**config.mk**
```make
export PLATFORM = sky130hd
export DESIGN_NAME = utep_tx_pipe
export DESIGN_NICKNAME = d
export VERILOG_FILES = /design/src/utep_pkg.sv /design/src/utep_tx_pipe.sv
export SDC_FILE = /design/constraint.sdc
export NUM_CORES = 1
export LEC_CHECK = 0
export ABC_AREA = 0
export BUFFER_PORTS_ARGS = -buffer_cell sky130_fd_sc_hd__buf_2
export CORE_MARGIN = 3
export CORE_UTILIZATION = 55
export DETAILED_ROUTE_END_ITERATION = 7
export PLACE_DENSITY_LB_ADDON = 0.3
export REMOVE_ABC_BUFFERS = 1
export SLEW_MARGIN = 5
export SYNTH_ARGS = -nofsm -noshare
export SYNTH_HDL_FRONTEND = slang
export SYNTH_SLANG_ARGS = --single-unit
export TNS_END_PERCENT = 10
```
**constraint.sdc**
```tcl
create_clock -name CORE_CLK -period 5.03 [get_ports CORE_CLK]
set_input_delay 0.503 -clock CORE_CLK [delete_from_list [all_inputs] [get_ports CORE_CLK]]
set_output_delay 0.503 -clock CORE_CLK [all_outputs]
set_load 0.05 [all_outputs]
```
**src/utep_pkg.sv**
```systemverilog
`default_nettype none
package utep_pkg;
  // ---------------------------------------------------------------
  // Register map (word index; byte address is index times four)
  // ---------------------------------------------------------------
  localparam logic [7:0] ADDR_EP_CTRL = 8'h00;
  localparam logic [7:0] ADDR_TX_STAT = 8'h01;
  localparam logic [7:0] ADDR_TX_CMD = 8'h02;
  localparam logic [7:0] ADDR_TX_DATA = 8'h03;
  localparam logic [7:0] ADDR_FUNC_ADDR = 8'h04;
  localparam logic [7:0] ADDR_FRAME_LOW = 8'h13;
  localparam logic [7:0] ADDR_WARN_EV = 8'h05;
  localparam logic [7:0] RESET_BYTE = 8'h00;

  // Endpoint control fields
  localparam int EPC_STALL = 7;
  localparam int EPC_ISO = 5;
  localparam int EPC_ACTIVE = 4;
  // Function address register fields
  localparam int FAR_EN = 7;
  // Transmit command fields
  localparam int TXC_BYPASS = 7;
  localparam int TXC_WARN_HI = 6;
  localparam int TXC_WARN_LO = 5;
  localparam int TXC_RFF = 4;
  localparam int TXC_FLUSH = 3;
  localparam int TXC_TOGGLE = 2;
  localparam int TXC_LAST = 1;
  localparam int TXC_EN = 0;

  // FIFO geometry
  localparam int FIFO_DEPTH = 64;
  localparam int PTR_W = 6;
  localparam logic [6:0] FIFO_BYTES = 7'h40;
  localparam logic [6:0] COUNT_SAT = 7'h1F;
  localparam logic [6:0] WARN_4 = 7'h04;
  localparam logic [6:0] WARN_8 = 7'h08;
  localparam logic [6:0] WARN_16 = 7'h10;

  // Handshake answer codes toward the link
  typedef enum logic [1:0] {
    UTEP_HS_NONE,
    UTEP_HS_DATA,
    UTEP_HS_NAK,
    UTEP_HS_STALL
  } utep_hs_e;

  // Token from the serial engine
  typedef struct packed {
    logic valid;
    logic [6:0] addr;
    logic [3:0] ep;
    logic is_in;
    logic is_out;
    logic is_setup;
  } utep_tok_s;

  // Outcome reported by the serial engine when an IN packet ends
  typedef struct packed {
    logic done;
    logic host_ack;
  } utep_end_s;
endpackage
`default_nettype wire

```
**src/utep_tx_pipe.sv**
```systemverilog
// Chosen here: register access over Avalon-MM and the register addresses.
`default_nettype none
module utep_tx_pipe (
  input wire logic CORE_CLK,
  input wire logic NRST,
  input wire logic [7:0] AVS_ADDRESS,
  input wire logic AVS_READ,
  input wire logic AVS_WRITE,
  input wire logic [31:0] AVS_WRITEDATA,
  input wire logic [3:0] AVS_BYTEENABLE,
  output logic [31:0] AVS_READDATA,
  output logic AVS_WAITREQUEST,
  input wire utep_pkg::utep_tok_s TOKEN,
  input wire logic SOF,
  input wire logic BYTE_REQ,
  input wire utep_pkg::utep_end_s PKT_END,
  output utep_pkg::utep_hs_e HANDSHAKE,
  output logic DATA1_PID,
  output logic [7:0] TX_BYTE,
  output logic TX_BYTE_VALID,
  output logic FORCE_STUFF_ERR,
  output logic SEND_LOW_WARNING
);
  // ---------------------------------------------------------------
  // Reset release
  // ---------------------------------------------------------------
  logic rst_meta_r, rst_n_r;
  // Two stages so reset deasserts cleanly on the core clock
  always_ff @(posedge CORE_CLK or negedge NRST) begin
    if (!NRST) begin
      rst_meta_r <= 1'b0;
      rst_n_r <= 1'b0;
    end else begin
      rst_meta_r <= 1'b1;
      rst_n_r <= rst_meta_r;
    end
  end

  // ---------------------------------------------------------------
  // Registers and state
  // ---------------------------------------------------------------
  typedef enum logic [1:0] {ST_IDLE, ST_SEND, ST_WAIT} utep_st_e;
  utep_st_e st_r;
  logic [7:0] epc_r, txc_r, far_r, fnl_r;
  logic done_r, ack_r, urun_r, warn_r, rd_pend_r;
  logic [7:0] mem_r [utep_pkg::FIFO_DEPTH];
  logic [utep_pkg::PTR_W-1:0] wp_r, rp_r, saved_rp_r;
  logic [6:0] used_r;
  logic [6:0] free_cnt;
  logic [4:0] free_byte_count;
  logic [7:0] stat_byte;
  logic acc_wr, acc_rd, tok_hit, in_hit, send_ok, frame_ok, busy;
  logic pop, push, iso, abort_now, warn_hit;

  // Word-wide decode shared by read and write paths
  function automatic logic sel(input logic [7:0] a, input logic [7:0] r);
    return a == r;
  endfunction

  // One wait state: accept on second cycle so read data is registered
  assign acc_wr = AVS_WRITE && rd_pend_r;
  assign acc_rd = AVS_READ && rd_pend_r;
  assign AVS_WAITREQUEST = (AVS_READ || AVS_WRITE) && !rd_pend_r;
  always_ff @(posedge CORE_CLK or negedge rst_n_r) begin
    if (!rst_n_r) rd_pend_r <= 1'b0;
    else rd_pend_r <= (AVS_READ || AVS_WRITE) && !rd_pend_r;
  end

  assign iso = epc_r[utep_pkg::EPC_ISO];
  assign busy = (st_r != ST_IDLE);
  assign free_cnt = utep_pkg::FIFO_BYTES - used_r;
  // Saturating count, wider FIFO would overflow the 5-bit field
  assign free_byte_count = (free_cnt > utep_pkg::COUNT_SAT) ? 5'h1F
                  : free_cnt[4:0];
  assign stat_byte = {urun_r, ack_r, done_r, free_byte_count};

  // Token match: global enable, endpoint enable, address and number
  assign tok_hit = TOKEN.valid && far_r[utep_pkg::FAR_EN]
    && epc_r[utep_pkg::EPC_ACTIVE]
    && TOKEN.addr == far_r[6:0] && TOKEN.ep == epc_r[3:0];
  assign in_hit = tok_hit && TOKEN.is_in;
  assign frame_ok = txc_r[utep_pkg::TXC_BYPASS]
    || (fnl_r[0] == txc_r[utep_pkg::TXC_TOGGLE]);
  assign send_ok = txc_r[utep_pkg::TXC_EN] && (!iso || frame_ok);

  // Answer to a matched IN token, settled combinationally
  always_comb begin
    HANDSHAKE = utep_pkg::UTEP_HS_NONE;
    if (in_hit && st_r == ST_IDLE) begin
      if (epc_r[utep_pkg::EPC_STALL] && txc_r[utep_pkg::TXC_EN])
        HANDSHAKE = utep_pkg::UTEP_HS_STALL;
      else if (send_ok)
        HANDSHAKE = utep_pkg::UTEP_HS_DATA;
      else if (!iso)
        HANDSHAKE = utep_pkg::UTEP_HS_NAK;
    end
  end

  assign pop = (st_r == ST_SEND) && BYTE_REQ && used_r != 7'h00;
  assign push = acc_wr && sel(AVS_ADDRESS, utep_pkg::ADDR_TX_DATA)
                && AVS_BYTEENABLE[0];
  // Empty with no end mark while the engine wants bytes
  assign abort_now = (st_r == ST_SEND) && BYTE_REQ && used_r == 7'h00
                     && !txc_r[utep_pkg::TXC_LAST] && !push;

  // ---------------------------------------------------------------
  // Transmit state machine
  // ---------------------------------------------------------------
  always_ff @(posedge CORE_CLK or negedge rst_n_r) begin
    if (!rst_n_r) st_r <= ST_IDLE;
    else begin
      case (st_r)
        ST_IDLE: if (HANDSHAKE == utep_pkg::UTEP_HS_DATA) st_r <= ST_SEND;
        ST_SEND: if (PKT_END.done) st_r <= ST_IDLE;
        ST_WAIT: st_r <= ST_IDLE;
        default: st_r <= ST_IDLE;
      endcase
    end
  end

  // PID choice; iso always DATA0, toggle never written by hardware
  assign DATA1_PID = !iso && txc_r[utep_pkg::TXC_TOGGLE];
  assign FORCE_STUFF_ERR = abort_now;

  // Byte out to the serial engine, registered
  always_ff @(posedge CORE_CLK or negedge rst_n_r) begin
    if (!rst_n_r) begin
      TX_BYTE <= utep_pkg::RESET_BYTE;
      TX_BYTE_VALID <= 1'b0;
    end else begin
      TX_BYTE_VALID <= pop;
      if (pop) TX_BYTE <= mem_r[rp_r];
    end
  end

  // ---------------------------------------------------------------
  // FIFO storage and pointers
  // ---------------------------------------------------------------
  always_ff @(posedge CORE_CLK) begin
    if (push && used_r != utep_pkg::FIFO_BYTES)
      mem_r[wp_r] <= AVS_WRITEDATA[7:0];
  end

  logic do_flush, do_refill, iso_drop;
  // Flush and refill wait out any packet in flight
  assign do_flush = txc_r[utep_pkg::TXC_FLUSH] && !busy;
  assign do_refill = txc_r[utep_pkg::TXC_RFF] && !busy;
  // Iso frame expired with data queued and no IN seen
  assign iso_drop = SOF && iso && txc_r[utep_pkg::TXC_EN] && frame_ok
                    && !busy;

  always_ff @(posedge CORE_CLK or negedge rst_n_r) begin
    if (!rst_n_r) begin
      wp_r <= '0;
      rp_r <= '0;
      used_r <= 7'h00;
    end else if (do_flush || iso_drop) begin
      wp_r <= '0;
      rp_r <= '0;
      used_r <= 7'h00;
    end else if (do_refill) begin
      rp_r <= saved_rp_r;
      used_r <= 7'(wp_r - saved_rp_r);
    end else begin
      if (push && used_r != utep_pkg::FIFO_BYTES) wp_r <= wp_r + 6'h01;
      if (pop) rp_r <= rp_r + 6'h01;
      if (push && used_r != utep_pkg::FIFO_BYTES && !pop)
        used_r <= used_r + 7'h01;
      else if (pop && !(push && used_r != utep_pkg::FIFO_BYTES))
        used_r <= used_r - 7'h01;
    end
  end

  // Read pointer snapshot taken when software marks the packet end
  always_ff @(posedge CORE_CLK or negedge rst_n_r) begin
    if (!rst_n_r) saved_rp_r <= '0;
    else if (acc_wr && sel(AVS_ADDRESS, utep_pkg::ADDR_TX_CMD)
             && AVS_WRITEDATA[utep_pkg::TXC_LAST])
      saved_rp_r <= rp_r;
  end

  // ---------------------------------------------------------------
  // Software registers
  // ---------------------------------------------------------------
  logic cmd_wr;
  assign cmd_wr = acc_wr && sel(AVS_ADDRESS, utep_pkg::ADDR_TX_CMD)
                  && AVS_BYTEENABLE[0];
  always_ff @(posedge CORE_CLK or negedge rst_n_r) begin
    if (!rst_n_r) begin
      epc_r <= utep_pkg::RESET_BYTE;
      far_r <= utep_pkg::RESET_BYTE;
      fnl_r <= utep_pkg::RESET_BYTE;
    end else if (acc_wr && AVS_BYTEENABLE[0]) begin
      if (sel(AVS_ADDRESS, utep_pkg::ADDR_EP_CTRL))
        epc_r <= AVS_WRITEDATA[7:0] & 8'hBF;
      if (sel(AVS_ADDRESS, utep_pkg::ADDR_FUNC_ADDR))
        far_r <= AVS_WRITEDATA[7:0];
      if (sel(AVS_ADDRESS, utep_pkg::ADDR_FRAME_LOW))
        fnl_r <= AVS_WRITEDATA[7:0];
    end
  end

  // Command: hardware clears enable, last, flush, refill; write sets win
  always_ff @(posedge CORE_CLK or negedge rst_n_r) begin
    if (!rst_n_r) txc_r <= utep_pkg::RESET_BYTE;
    else if (cmd_wr) txc_r <= AVS_WRITEDATA[7:0];
    else begin
      if (PKT_END.done || HANDSHAKE == utep_pkg::UTEP_HS_STALL
          || iso_drop) begin
        txc_r[utep_pkg::TXC_EN] <= 1'b0;
        txc_r[utep_pkg::TXC_LAST] <= 1'b0;
      end
      if (do_flush) txc_r[utep_pkg::TXC_FLUSH] <= 1'b0;
      if (do_refill) txc_r[utep_pkg::TXC_RFF] <= 1'b0;
    end
  end

  // Status flags; a fresh event beats the read that clears them
  logic stat_rd;
  assign stat_rd = acc_rd && sel(AVS_ADDRESS, utep_pkg::ADDR_TX_STAT);
  always_ff @(posedge CORE_CLK or negedge rst_n_r) begin
    if (!rst_n_r) begin
      done_r <= 1'b0;
      ack_r <= 1'b0;
      urun_r <= 1'b0;
    end else begin
      if (PKT_END.done || HANDSHAKE == utep_pkg::UTEP_HS_STALL
          || iso_drop) begin
        done_r <= 1'b1;
        ack_r <= iso ? (PKT_END.done && !iso_drop)
                     : (PKT_END.done && PKT_END.host_ack);
      end else if (stat_rd) begin
        done_r <= 1'b0;
        ack_r <= 1'b0;
      end
      if (abort_now) urun_r <= 1'b1;
      else if (stat_rd) urun_r <= 1'b0;
    end
  end

  // Warning threshold decode
  always_comb begin
    case (txc_r[utep_pkg::TXC_WARN_HI:utep_pkg::TXC_WARN_LO])
      2'b01: warn_hit = used_r <= utep_pkg::WARN_4;
      2'b10: warn_hit = used_r <= utep_pkg::WARN_8;
      2'b11: warn_hit = used_r <= utep_pkg::WARN_16;
      default: warn_hit = 1'b0;
    endcase
  end
  // Gated by enable so filling before a send raises no warning
  always_ff @(posedge CORE_CLK or negedge rst_n_r) begin
    if (!rst_n_r) warn_r <= 1'b0;
    else if (warn_hit && txc_r[utep_pkg::TXC_EN]) warn_r <= 1'b1;
    else if (acc_rd && sel(AVS_ADDRESS, utep_pkg::ADDR_WARN_EV))
      warn_r <= 1'b0;
  end
  assign SEND_LOW_WARNING = warn_r;

  // Registered read data, unmapped reads as zero
  always_ff @(posedge CORE_CLK or negedge rst_n_r) begin
    if (!rst_n_r) AVS_READDATA <= 32'h0000_0000;
    else if (AVS_READ && !rd_pend_r) begin
      case (AVS_ADDRESS)
        utep_pkg::ADDR_EP_CTRL: AVS_READDATA <= {24'h0, epc_r};
        utep_pkg::ADDR_TX_STAT: AVS_READDATA <= {24'h0, stat_byte};
        utep_pkg::ADDR_TX_CMD: AVS_READDATA <= {24'h0, txc_r};
        utep_pkg::ADDR_FUNC_ADDR: AVS_READDATA <= {24'h0, far_r};
        utep_pkg::ADDR_FRAME_LOW: AVS_READDATA <= {24'h0, fnl_r};
        utep_pkg::ADDR_WARN_EV: AVS_READDATA <= {31'h0, warn_r};
        default: AVS_READDATA <= 32'h0000_0000;
      endcase
    end
  end
endmodule
`default_nettype wire

```
# Word-level counts from Yosys, hierarchy flattened
# Memories as Yosys holds them, arrays and structs flattened. A register that Yosys moved wholly into a read port is not among the register bits.
# Cells that the tools add are included.
# word_totals
regBits,98
ram_bits,512
in_bits,67
output_inout_bits,47
wordCells,157
mem_count,1
# classes
n_addsub,6
order_cmp,4
n_eq_ne,19
n_mux,34
n_reduce_logical,72
# memory_table
memory,words,width,read_ports,rd_clocked_by_memory_dff,write_ports,line,source
mem_r,64,8,1,1,1,utep_tx_pipe.sv:46,logic [7:0] mem_r [utep_pkg::FIFO_DEPTH];
# op_table
cell,count
$pmux 8 s6,1
$logic_and 1x1->1,38
$mux 6,6
$mux 7,4
$mux 2,9
$eq 8x2->1 const B,2
$eq 8x3->1 const B,2
$reduce_bool 2->1,8
$add 6x1->6 const B,2
$mux 1,11
$reduce_and 2->1,5
$logic_not 1->1,9
$eq 8x1->1 const B,1
$eq 8x5->1 const B,1
$logic_not 8->1,1
$add 7x1->7 const B,1
$eq 7x7->1,1
$gt 7x5->1 const B,1
$le 7x3->1 const B,1
$le 7x4->1 const B,1
$le 7x5->1 const B,1
$logic_not 7->1,1
$ne 7x7->1 const B,1
$reduce_bool 7->1,1
other kinds (16),26

# Logic depth before layout (Yosys ltp)
# Gate-level depths: netlist (run 1).
# logic_depth
depth_word,12
depth_mapped,14
depth_no_buf,13

# Worst setup path before layout (run 1)
# Ideal clock, no wire load.
# synth_timing
kind,in2reg
startpoint,input port AVS_ADDRESS[3]
endpoint,register used_r[5]
setup_ns,0.125
t_arrival_ns,3.695
required_ns,4.905
path_slack_ns,1.210
stages,13
n_path_buf,1
cell_sequence,or4_1 > buf_2 > or3_4 > a2111oi_4 > ha_1 > inv_1 > ha_1 > a21oi_1 > a21boi_0 > o21ai_0 > mux2i_1 > nor3_1 > a2111oi_0
# synth_via
elab_chain_len,8
elab_cells_between_ends,11
cone_classes,eq/ne: 1; mux: 3; reduce/logical: 7
# synth_rtl
item,line,source
start: declaration,utep_tx_pipe.sv:6,"input wire logic [7:0] AVS_ADDRESS,"
$eq 8x2->1 *,utep_tx_pipe.sv:57,return a == r;
$logic_and 1x1->1 *,utep_tx_pipe.sv:100,"assign push = acc_wr && sel(AVS_ADDRESS, utep_pkg::ADDR_TX_DATA)"
$logic_and 1x1->1 *,utep_tx_pipe.sv:101,&& AVS_BYTEENABLE[0];
$logic_and 1x1->1 *,"utep_tx_pipe.sv:167, utep_tx_pipe.sv:169",
$logic_and 1x1->1,utep_tx_pipe.sv:167,if (push && used_r != utep_pkg::FIFO_BYTES && !pop)
$mux 7,utep_tx_pipe.sv:167,
$mux 7,utep_tx_pipe.sv:161,end else if (do_refill) begin
$mux 7,utep_tx_pipe.sv:157,end else if (do_flush || iso_drop) begin
end signal: assignment,utep_tx_pipe.sv:163,used_r <= 7'(wp_r - saved_rp_r);
end signal: assignment,utep_tx_pipe.sv:168,used_r <= used_r + 7'h01;
end signal: assignment,utep_tx_pipe.sv:170,used_r <= used_r - 7'h01;
end: declaration,utep_tx_pipe.sv:48,logic [6:0] used_r;
# Mark *: on every way between the ends. The rest lies on a longest branch, timed or not.
# A chain may end at the register's enable or synchronous reset.

# Final worst setup path (run 1)
# layout_timing
startpoint,register used_r[0]
endpoint,register used_r[6]
# layout_via
elab_chain_len,7
elab_cells_between_ends,15
cone_classes,add/sub: 2; eq/ne: 1; mux: 4; reduce/logical: 8
# layout_rtl
item
branches (longest 7 deep; another with $sub 7x1->7)
# Several ways; the timed one is not identified. The select of a mux whose other input is x is not followed.

==> results.ini, run 1 <==
[synthesis]
async_flop_share_pct=13.66
synthTopCellsByArea=edfxtp_1, mux4_2, dfrtp_1
yosysSeqAreaShare_pct=70.80
ys_seq_elements=593
synth_enable_flop_cells=512
ys.flop_type=edfxtp_1
synth.top_cell.area_share_pct=62.55
avgSynthCellArea_um2=17.02
syn_inst=1444
yosys_warnings=0
synth_top_area_cell=edfxtp_1
syn_area_um2=24580
ys_types=58

[die]
die_area_um2=47260
die_x_um=217.4
coreArea_um2=43650
io_pins=114
rows=76
die_y_um=217.4
start_util_pct=56.32

[sta]
tightest_slew_ps=1202
rsz0062_at_grt=false
finalCriticalPeriod_ps=4013
skew_ps=37.59
hold_violations=0
setup_viol=0
period_share_pct=79.78
slew_violations=0
max_freq_mhz=249.2
slew_headroom_pct=19.71

[drt]
drtIter0Drc=1605
ant_nets=0
route.met2.wl_um=25710
dr_total_vias=13350
drtPass1Iterations=7
detail_route.wirelength.met1_um=22560
detail_route.wirelength_um=53950
wl_per_cell_um=24.87
vias_per_cell=6.154
drc=0
route.met3.wl_um=4289
highest_layer=met4

[worst_setup_path]
r2r_slack_ps=1020
worstPathMaxFanout=8
path_cells=inv_1, ha_1, and3_1, a2111oi_4, ha_1, inv_1, ha_1, nor2b_1, o21ai_0, a21oi_1, o211ai_1, xnor2_1, a211oi_1
cp_slowest_stage_delay_ps=640
critPathCaptureType=flip-flop
critPathLaunchType=flip-flop
arrival_ps=4520
cp.buffers_inverters=2
slowest_stage=a2111oi_4
critPathTopFamily=compound AO/OA/AOI/OAI gates
required_ps=5530
path_common_cell=ha_1
crit_type=flip-flop to flip-flop

[flow_run]
max_cap_viol_count=0

[power]
ir_drop_mv=0.2875
total_power_mw=10.55
power_leakage_nw=9.646
p_per_area_nw_per_um2=384.4

[cts]
cts_buffer_depth=3
hold_buffers=1
cts.clk_slew.worst_paths_ps=60
cts_sinks=593
root_buffer=clkbuf_16
cts_buffers=58
htree_num_levels=2
clkLatencyLatePin_ps=620
cts_tree=yes
post-cts-setup-buffer-count=0
cts_resized=0

[grt]
overflow=0
grt_pass1_wl_um=83140
antenna_found_initial=0
grt_max_degree=80
grt_pass1_vias=13430
grt.total_usage_pct=23.36

[final_layout]
finish.instance_area_um2=27440
n_antenna_cell=0
final_cell_mix=edfxtp_1, mux4_2, nor2_1
drive_gt1_share_pct=21.72
nets=1622
final_common_cell=edfxtp_1
area_growth_pct=11.65

[placement]
portBuffers=60
hpwl_um=32720
place_area_um2=25600
finalWeightedCongestion=0.8748

[worst_hold_path]
hold_path.class=input port to flip-flop

[run_status]
outcome=complete, no violations

-- state kept, by name, indices dropped and copies added (netlist names), 6 cells and up --
signal and count:
AVS_READDATA 8, TX_BYTE 8, epc_r 7, far_r 8, fnl_r 8, mem_r 512, rp_r 6, saved_rp_r 6
txc_r 8, used_r 7, wp_r 6
-- layer usage --
layer | track usage, % | vias up
li1 | - | 5826
met1 | 34.48 | 6828
met2 | 36.86 | 604
met3 | 3.588 | 90
met4 | 6.849 | 0
met5 | 0 | -
-- power by group --
part / total [mW] / leakage (nW) / internal (mW) / switching, mW
combinational: 0.893 / 3.12 / 0.395 / 0.498
sequential: 5.49 / 5.64 / 5.37 / 0.120
clock: 4.17 / 0.891 / 2.37 / 1.80
total: 10.6 / 9.65 / 8.13 / 2.42
-- through the flow --
step | std cells | hold slack, ps | setup TNS [ps] | setup slack (ps) | util, %
3_3_place_gp | 2060 | 289.0 | 0 | 641.1 | 58.65
5_1_grt | 2169 | 132.8 | 0 | 723.3 | 62.87
2_1_floorplan | 1372 | 207.4 | -24820 | -2019 | -
4_1_cts | 2169 | 109.3 | 0 | 1062 | 62.87
6_report | 2169 | 144.7 | 0 | 1017 | 62.87
3_5_place_dp | 2060 | 289.9 | 0 | 500.0 | 58.65
-- logic make-up after synthesis --
group	Yosys count	synth area share [%]
flip-flops	593	70.80
other	2	0.03055
AO/OA/AOI/OAI	163	4.388
buffers and inverters	117	2.250
AND/OR/NAND/NOR	316	5.961
adder cells (fa/ha/maj)	19	1.028
multiplexers	206	14.55
XOR/XNOR	28	0.9977
-- path summary, 6_finish.rpt --
check,start,endpoint,depth (start not counted)
min in group asynchronous,NRST,rst_n_r$_DFF_PN0_,2
max reg2reg,used_r[0]$_DFFE_PN0P_,used_r[6]$_DFFE_PN0P_,13
min reg2reg,rst_meta_r$_DFF_PN0_,rst_n_r$_DFF_PN0_,0
max,used_r[0]$_DFFE_PN0P_,used_r[6]$_DFFE_PN0P_,13
min,PKT_END[1],st_r[0]$_DFFE_PN0P_,2
max in group asynchronous,rst_n_r$_DFF_PN0_,rp_r[1]$_DFFE_PN0P_,0
-- synth_stat cells, types with 3 or more instances --
cell and count:
edfxtp_1 512, mux4_2 118, nor2_1 115, dfrtp_1 81, nand2_1 78, mux2i_1 58, o21ai_0 44, clkbuf_1 43
mux2_2 30, nand3_1 30, buf_4 24, o22ai_1 22, a211oi_1 21, a21oi_1 21, inv_1 21, nor3_1 20
buf_2 19, xor2_1 19, ha_1 17, nor2b_1 17, nand4_1 11, buf_1 9, xnor2_1 9, and3_1 8
a21o_1 7, a31oi_1 7, a32oi_1 6, nand2b_1 6, nand3b_1 6, a211o_1 5, a22oi_1 5, o221ai_1 5
or4_1 5, a221oi_1 4, nor4_1 4, or2_2 4, nor3b_1 3, or3_1 3
-- final cells by class --
type                            instances  area [um2]
Multi-Input combinational cell        757        6711
Clock buffer                           78        1588
Timing Repair Buffer                  104       670.6
Tap cell                              585       732.0
Inverter                               22       82.58
Clock inverter                         30       244.0
Fill cell                            3029       16200
Sequential cell                       593       17410
Note: power is estimated with default switching activity, not from simulation.
==> run 2, diff against run 1 <==
==> constraint.sdc (replaced) <==
create_clock -name CORE_CLK -period 3.8 [get_ports CORE_CLK]
set_input_delay 0.38 -clock CORE_CLK [delete_from_list [all_inputs] [get_ports CORE_CLK]]
set_output_delay 0.38 -clock CORE_CLK [all_outputs]
set_load 0.05 [all_outputs]
==> run 2 against run 1 <==
- global-route usage is 0.40 points higher
- design area up 1.7%
- fmax grew 17%
- setup slack worse by 640 ps
- total power increased by 34%
- register-to-register slack got worse by 640 ps
- first-iteration DRC count down 3.9%
- core utilization increased by 1.1 points
- highest routed layer unchanged
- largest power group unchanged
- routed wire length rose by 1.3%
- sequential power grew 31%
- critical path depth stayed put
==> results.ini, run 2 (synthesized netlist as in run 1, its figures left out) <==
[run_status]
outcome=complete, no violations

[sta]
rsz0062_at_grt=false
fin_hold_ws_ps=83.90
skew_ps=22.37
slew_headroom_pct=28.29
max_freq_mhz=291.8
finalCriticalPeriod_ps=3427
period_share_pct=90.19
fin_ws_ps=372.7
slew_violations=0
tightest_slew_ps=1076
hold_violations=0
setup_viol=0

[die]
die_x_um=217.4
die_y_um=217.4
die_area_um2=47260
io_pins=114
start_util_pct=56.32
coreArea_um2=43650
rows=76

[worst_setup_path]
path_cells=inv_1, ha_1, and3_1, a2111oi_4, ha_1, inv_1, ha_1, a21oi_1, a21boi_0, o21ai_0, mux2i_1, nor3_1, a2111oi_0
path_common_cell=ha_1
arrival_ps=3910
slowest_stage=dfrtp_1
required_ps=4290
r2r_start=used_r[0]$_DFFE_PN0P_
critPathLaunchType=flip-flop
crit_type=flip-flop to flip-flop
cp_slowest_stage_delay_ps=470
worstPathMaxFanout=6
critPathCaptureType=flip-flop
cp-startpoint=used_r[0]$_DFFE_PN0P_

[placement]
portBuffers=60
hpwl_um=34490
dp_cells=2111
finalWeightedCongestion=0.8614
place_ws_ps=30.31

[cts]
cts.clk_slew.worst_paths_ps=60
cts_buffer_depth=3
cts_tree=yes
root_buffer=clkbuf_16
cts_buffers=57
hold_buffers=3
post-cts-setup-buffer-count=0
cts_resized=0
htree_num_levels=2
clkLatencyLatePin_ps=610
cts_sinks=593

[drt]
drtIter0Drc=1543
ant_nets=0
vias_per_cell=6.087
wl_per_cell_um=24.60
drtPass1Iterations=5
dr_total_vias=13530
detail_route.wirelength_um=54670
drc=0

[grt]
grt_pass1_wl_um=83860
use_met3_pct=4.999
grt.total_usage_pct=23.76
grt_pass1_vias=13770
met1_usage_pct=34.25
grt_max_degree=80
grt-busiest-layer=met2
use_met2_pct=37.20
antenna_found_initial=0
overflow=0

[final_layout]
largest_register_ffs=512
area_growth_pct=13.53
top_register=mem_r
final_cell_mix=edfxtp_1, mux4_2, nor2_1
nets=1674
final_common_cell=edfxtp_1
n_antenna_cell=0
final_util_pct=63.93
drive_gt1_share_pct=24.19
stdcell_count=2222

[flow_run]
max_cap_viol_count=0

[power]
power_leakage_nw=9.958
ir_drop_mv=0.2947
p_per_area_nw_per_um2=505.9

[worst_hold_path]
min-delay-start=AVS_READ
hold_path.class=input port to flip-flop

run 2: changes by cell type in the layout (fill, tap and decap cells not counted), sizes merged:
cell         before  now
buf             103  154
bufinv            3    5
clkbuf           78   87
clkinv           24   14
dlygate4sd3       1    3
inv              23   22
run 2: worst max-delay path: cells and delay by family (launching register included):
| kind | cells | cell delay [ps] |
|---|---|---|
| AOI/OAI and AO/OA | 5 | 1330 |
| adders and majority gates | 3 | 790 |
| buffers and inverters | 2 | 250 |
| DFF | 1 | 470 |
| muxes | 1 | 220 |
| and+or+nand+nor | 2 | 260 |
run 2: worst paths after layout:
| path | cells past startpoint | slack [ps] | endpoint |
|---|---|---|---|
| setup / recovery | 13 | 370 | used_r[5]$_DFFE_PN0P_ |
| hold / removal | 3 | 80 | rd_pend_r$_DFF_PN0_ |
| setup reg to reg | 13 | 370 | used_r[5]$_DFFE_PN0P_ |
| hold reg to reg | 0 | 360 | rst_n_r$_DFF_PN0_ |
| max in group asynchronous | 0 | 2450 | rp_r[1]$_DFFE_PN0P_ |
| min in group asynchronous | 2 | 90 | rst_n_r$_DFF_PN0_ |
run 2: final cells by class:
type | count | area [um2]
sequential | 593 | 17410
fill | 3029 | 15740
multi-input combinational | 757 | 6711
clock buffer | 87 | 1662
timing repair buffer | 157 | 1074
tap | 585 | 732.0
clock inverter | 21 | 230.2
inverter | 22 | 82.58
run 2: stage by stage:
stage	cell area (um2)	power (mW)	setup TNS, ps
after detailed placement	25980	8.584	0
after global routing	27910	14.58	0
final	27910	14.12	0
after global placement	25980	8.561	0
after floorplan	24200	8.270	-43270
after CTS	27910	14.22	0
run 2: power by group:
group / total (mW) / switching [mW] / internal, mW
Sequential: 7.21 / 0.103 / 7.11
Combinational: 1.23 / 0.712 / 0.522
Clock: 5.67 / 2.33 / 3.34
Total: 14.1 / 3.15 / 11.0
run 2: metal layers:
metal / vias to the layer above / part of all wire [%]
li1: 5923 / -
met5: - / 0
met1: 6887 / 41
met3: 97 / 9.0
met4: 0 / 2.7
met2: 618 / 47
==> run 3, diff against run 2 <==
--- a/config.mk
+++ b/config.mk
@@ -5,12 +5,13 @@
 export SDC_FILE = /design/constraint.sdc
 export NUM_CORES = 1
 export LEC_CHECK = 0
-export ABC_AREA = 0
-export BUFFER_PORTS_ARGS = -buffer_cell sky130_fd_sc_hd__buf_2
+export ABC_AREA = 1
 export CORE_MARGIN = 3
 export CORE_UTILIZATION = 55
 export DETAILED_ROUTE_END_ITERATION = 7
+export DONT_BUFFER_PORTS = 1
 export PLACE_DENSITY_LB_ADDON = 0.3
+export RECOVER_POWER = 50
 export REMOVE_ABC_BUFFERS = 1
 export SLEW_MARGIN = 5
 export SYNTH_ARGS = -nofsm -noshare
==> run 3 against run 2 <==
- the flow now finishes with violations (max-capacitance violations, max-slew violations)
- synthesized cell count increased by 83%
- combinational power decreased by 60%
- worst hold slack got worse by 48 ps
- area after synthesis increased by 7.6%
- die area increased by 7.4%
- clock power increased by 7.8%
- core utilization decreased by 2.2 points
- via count increased by 38%
- highest routed layer is now met5
- total power decreased by 2.6%
- cell count increased by 48%
- setup slack improved by 110 ps
- flip-flop and latch count unchanged
==> results.ini, run 3 <==
[run_status]
outcome=finished, violations left
failed_checks=max-capacitance violations, max-slew violations

[die]
rows=79
die_y_um=225.3
die_x_um=225.3
start_util_pct=56.24
die_area_um2=50780
coreArea_um2=47050
io_pins=114

[synthesis]
avgSynthCellArea_um2=10.01
syn_inst=2642
ys.flop_type=edfxtp_1
yosysSeqAreaShare_pct=65.77
synthTopCellsByCount=nand2_1, edfxtp_1, nand3_1, inv_1, nor2_1
synth.top_cell.area_share_pct=58.11
synth_top_area_cell=edfxtp_1
synth_enable_flop_cells=512
yosys_warnings=0
synthTopCellsByArea=edfxtp_1, nand2_1, dfrtp_1
syn_area_um2=26460
ys_seq_elements=593
synth.most_common_cell=nand2_1
async_flop_share_pct=13.66
ys_types=41

[worst_setup_path]
worstPathMaxFanout=11
cp_slowest_stage_delay_ps=410
r2r_slack_ps=480
critPathLaunchType=flip-flop
slowest_stage=dfrtp_1
crit_type=flip-flop to flip-flop
arrival_ps=3870
path_cells=inv_1, ha_1, inv_1, nor2_1, nand3_1, nor2_1, nor2_4, clkinv_1, ha_1, inv_1, ha_1, a21oi_1, or2_2, a31o_2, nand3_1, nand2_1, nand2_1
critPathCaptureType=flip-flop
required_ps=4350

[sta]
hold_violations=0
max_freq_mhz=301.6
rsz0062_at_grt=false
slew_headroom_pct=-153.4
finalCriticalPeriod_ps=3316
setup_viol=0
skew_ps=32.41
slew_violations=586
period_share_pct=87.26
tightest_slew_ps=3801

[power]
p_per_area_nw_per_um2=473.0
power_leakage_nw=11.63
ir_drop_mv=0.3180

[final_layout]
stdcell_count=3288
final_util_pct=61.78
drive_gt1_share_pct=5.632
area_growth_pct=9.864
final_cell_mix=nand2_1, edfxtp_1, nand3_1
multi_input_area_um2=7500
nets=2718
largest_register_ffs=512
final_common_cell=nand2_1
fillers=3741
top_register=mem_r
n_antenna_cell=0
regArea_um2=17410

[cts]
cts.clk_slew.worst_paths_ps=60
root_buffer=clkbuf_16
cts_buffer_depth=3
htree_num_levels=2
clkLatencyLatePin_ps=620
cts_tree=yes
cts_buffers=59
cts_sinks=593

[drt]
wl_per_cell_um=19.83
detail_route.wirelength_um=65200
vias_per_cell=5.659
drtPass1Iterations=6
dr_total_vias=18610
ant_nets=0
drc=0
drtIter0Drc=2187

[grt]
grt.total_usage_pct=25.83
grt_pass1_wl_um=100900
grt_max_degree=173
antenna_found_initial=1
grt_pass1_vias=18080
overflow=0

[worst_hold_path]
hold_path.class=input port to flip-flop

[placement]
finalWeightedCongestion=0.9379
dp_cells=3165
hpwl_um=39320
portBuffers=0

[flow_run]
max_cap_viol_count=9

[run 3: changes by cell type after synthesis, sizes merged, moves of 58 or more]
cell   before  now
nand3      30  319
mux2i      58    0
inv        21  250
mux4      118    0
nor2      115  178
nand2      78  897
[run 3: kinds of logic (layout without fill, tap and decap cells)]
group	count (synthesis)	in the layout	synth area share (%)
adders and majority gates	19	19	0.9552
xor gates and xnor gates	18	18	0.5958
and+or+nand+nor	1440	1440	22.81
buffers and inverters	400	416	6.242
AOI/OAI and AO/OA	170	170	3.599
other	2	25	0.02838
DFF	593	593	65.77
[run 3: repair_timing]
action,4_1_cts,5_1_grt
endpoints found under the setup margin,2,1
hold endpoints to repair,548,0
buffers inserted,0,0
gates resized for setup,1,1
hold buffers,13,0
cloned,0,0
[run 3: area by class of cell]
cell class / instances / share of cell area, %
Clock inverter: 35 / 1.610
Clock buffer: 75 / 5.423
Timing Repair Buffer: 49 / 1.326
Sequential cell: 593 / 59.89
Multi-Input combinational cell: 1672 / 25.80
Tap cell: 607 / 2.613
Inverter: 257 / 3.340
[run 3: per-stage QoR]
step,setup slack [ps],setup TNS (ps),total power [mW],area (um2),hold WS [ps]
final,484.1,0,13.75,29070,35.81
after detailed placement,31.29,0,7.635,26940,84.51
after global placement,67.42,0,7.627,26940,84.50
after global routing,155.8,0,14.12,29070,87.60
after CTS,357.4,0,13.82,29260,12.48
after floorplan,-5650,-69470,7.572,25860,84.41
[run 3: worst paths after layout]
| path | start | end | cells past startpoint |
|---|---|---|---|
| worst max register to register | used_r[1]$_DFFE_PN0P_ | used_r[6]$_DFFE_PN0P_ | 17 |
| min in group asynchronous | NRST | rst_meta_r$_DFF_PN0_ | 2 |
| worst min register to register | rst_meta_r$_DFF_PN0_ | rst_n_r$_DFF_PN0_ | 0 |
| max in group asynchronous | rst_n_r$_DFF_PN0_ | rp_r[0]$_DFFE_PN0P_ | 1 |
| worst max-delay path | used_r[1]$_DFFE_PN0P_ | used_r[6]$_DFFE_PN0P_ | 17 |
| worst min-delay path | AVS_ADDRESS[2] | SEND_LOW_WARNING$_DFFE_PN0P_ | 3 |
[run 3: metal layers]
| metal | up-vias | GRT usage (%) | wire length (um) |
|---|---|---|---|
| met5 | - | 0 | 13 |
| li1 | 8712 | - | - |
| met2 | 881 | 42.47 | 31000 |
| met1 | 8823 | 34.30 | 25480 |
| met3 | 189 | 4.233 | 5669 |
| met4 | 2 | 11.34 | 3030 |
[run 3: power breakdown]
| part | internal [mW] | leakage, nW | switching, mW |
|---|---|---|---|
| clock network | 3.67 | 1.00 | 2.44 |
| logic | 0.109 | 4.94 | 0.383 |
| registers | 7.11 | 5.68 | 0.0375 |
[run 3: critical path, delay by kind of cell (launching register included)]
family | cells | cell delay (ps)
AOI/OAI and AO/OA | 2 | 300
adders and majority gates | 3 | 830
buffers and inverters | 4 | 430
DFF | 1 | 410
and+or+nand+nor | 8 | 1270
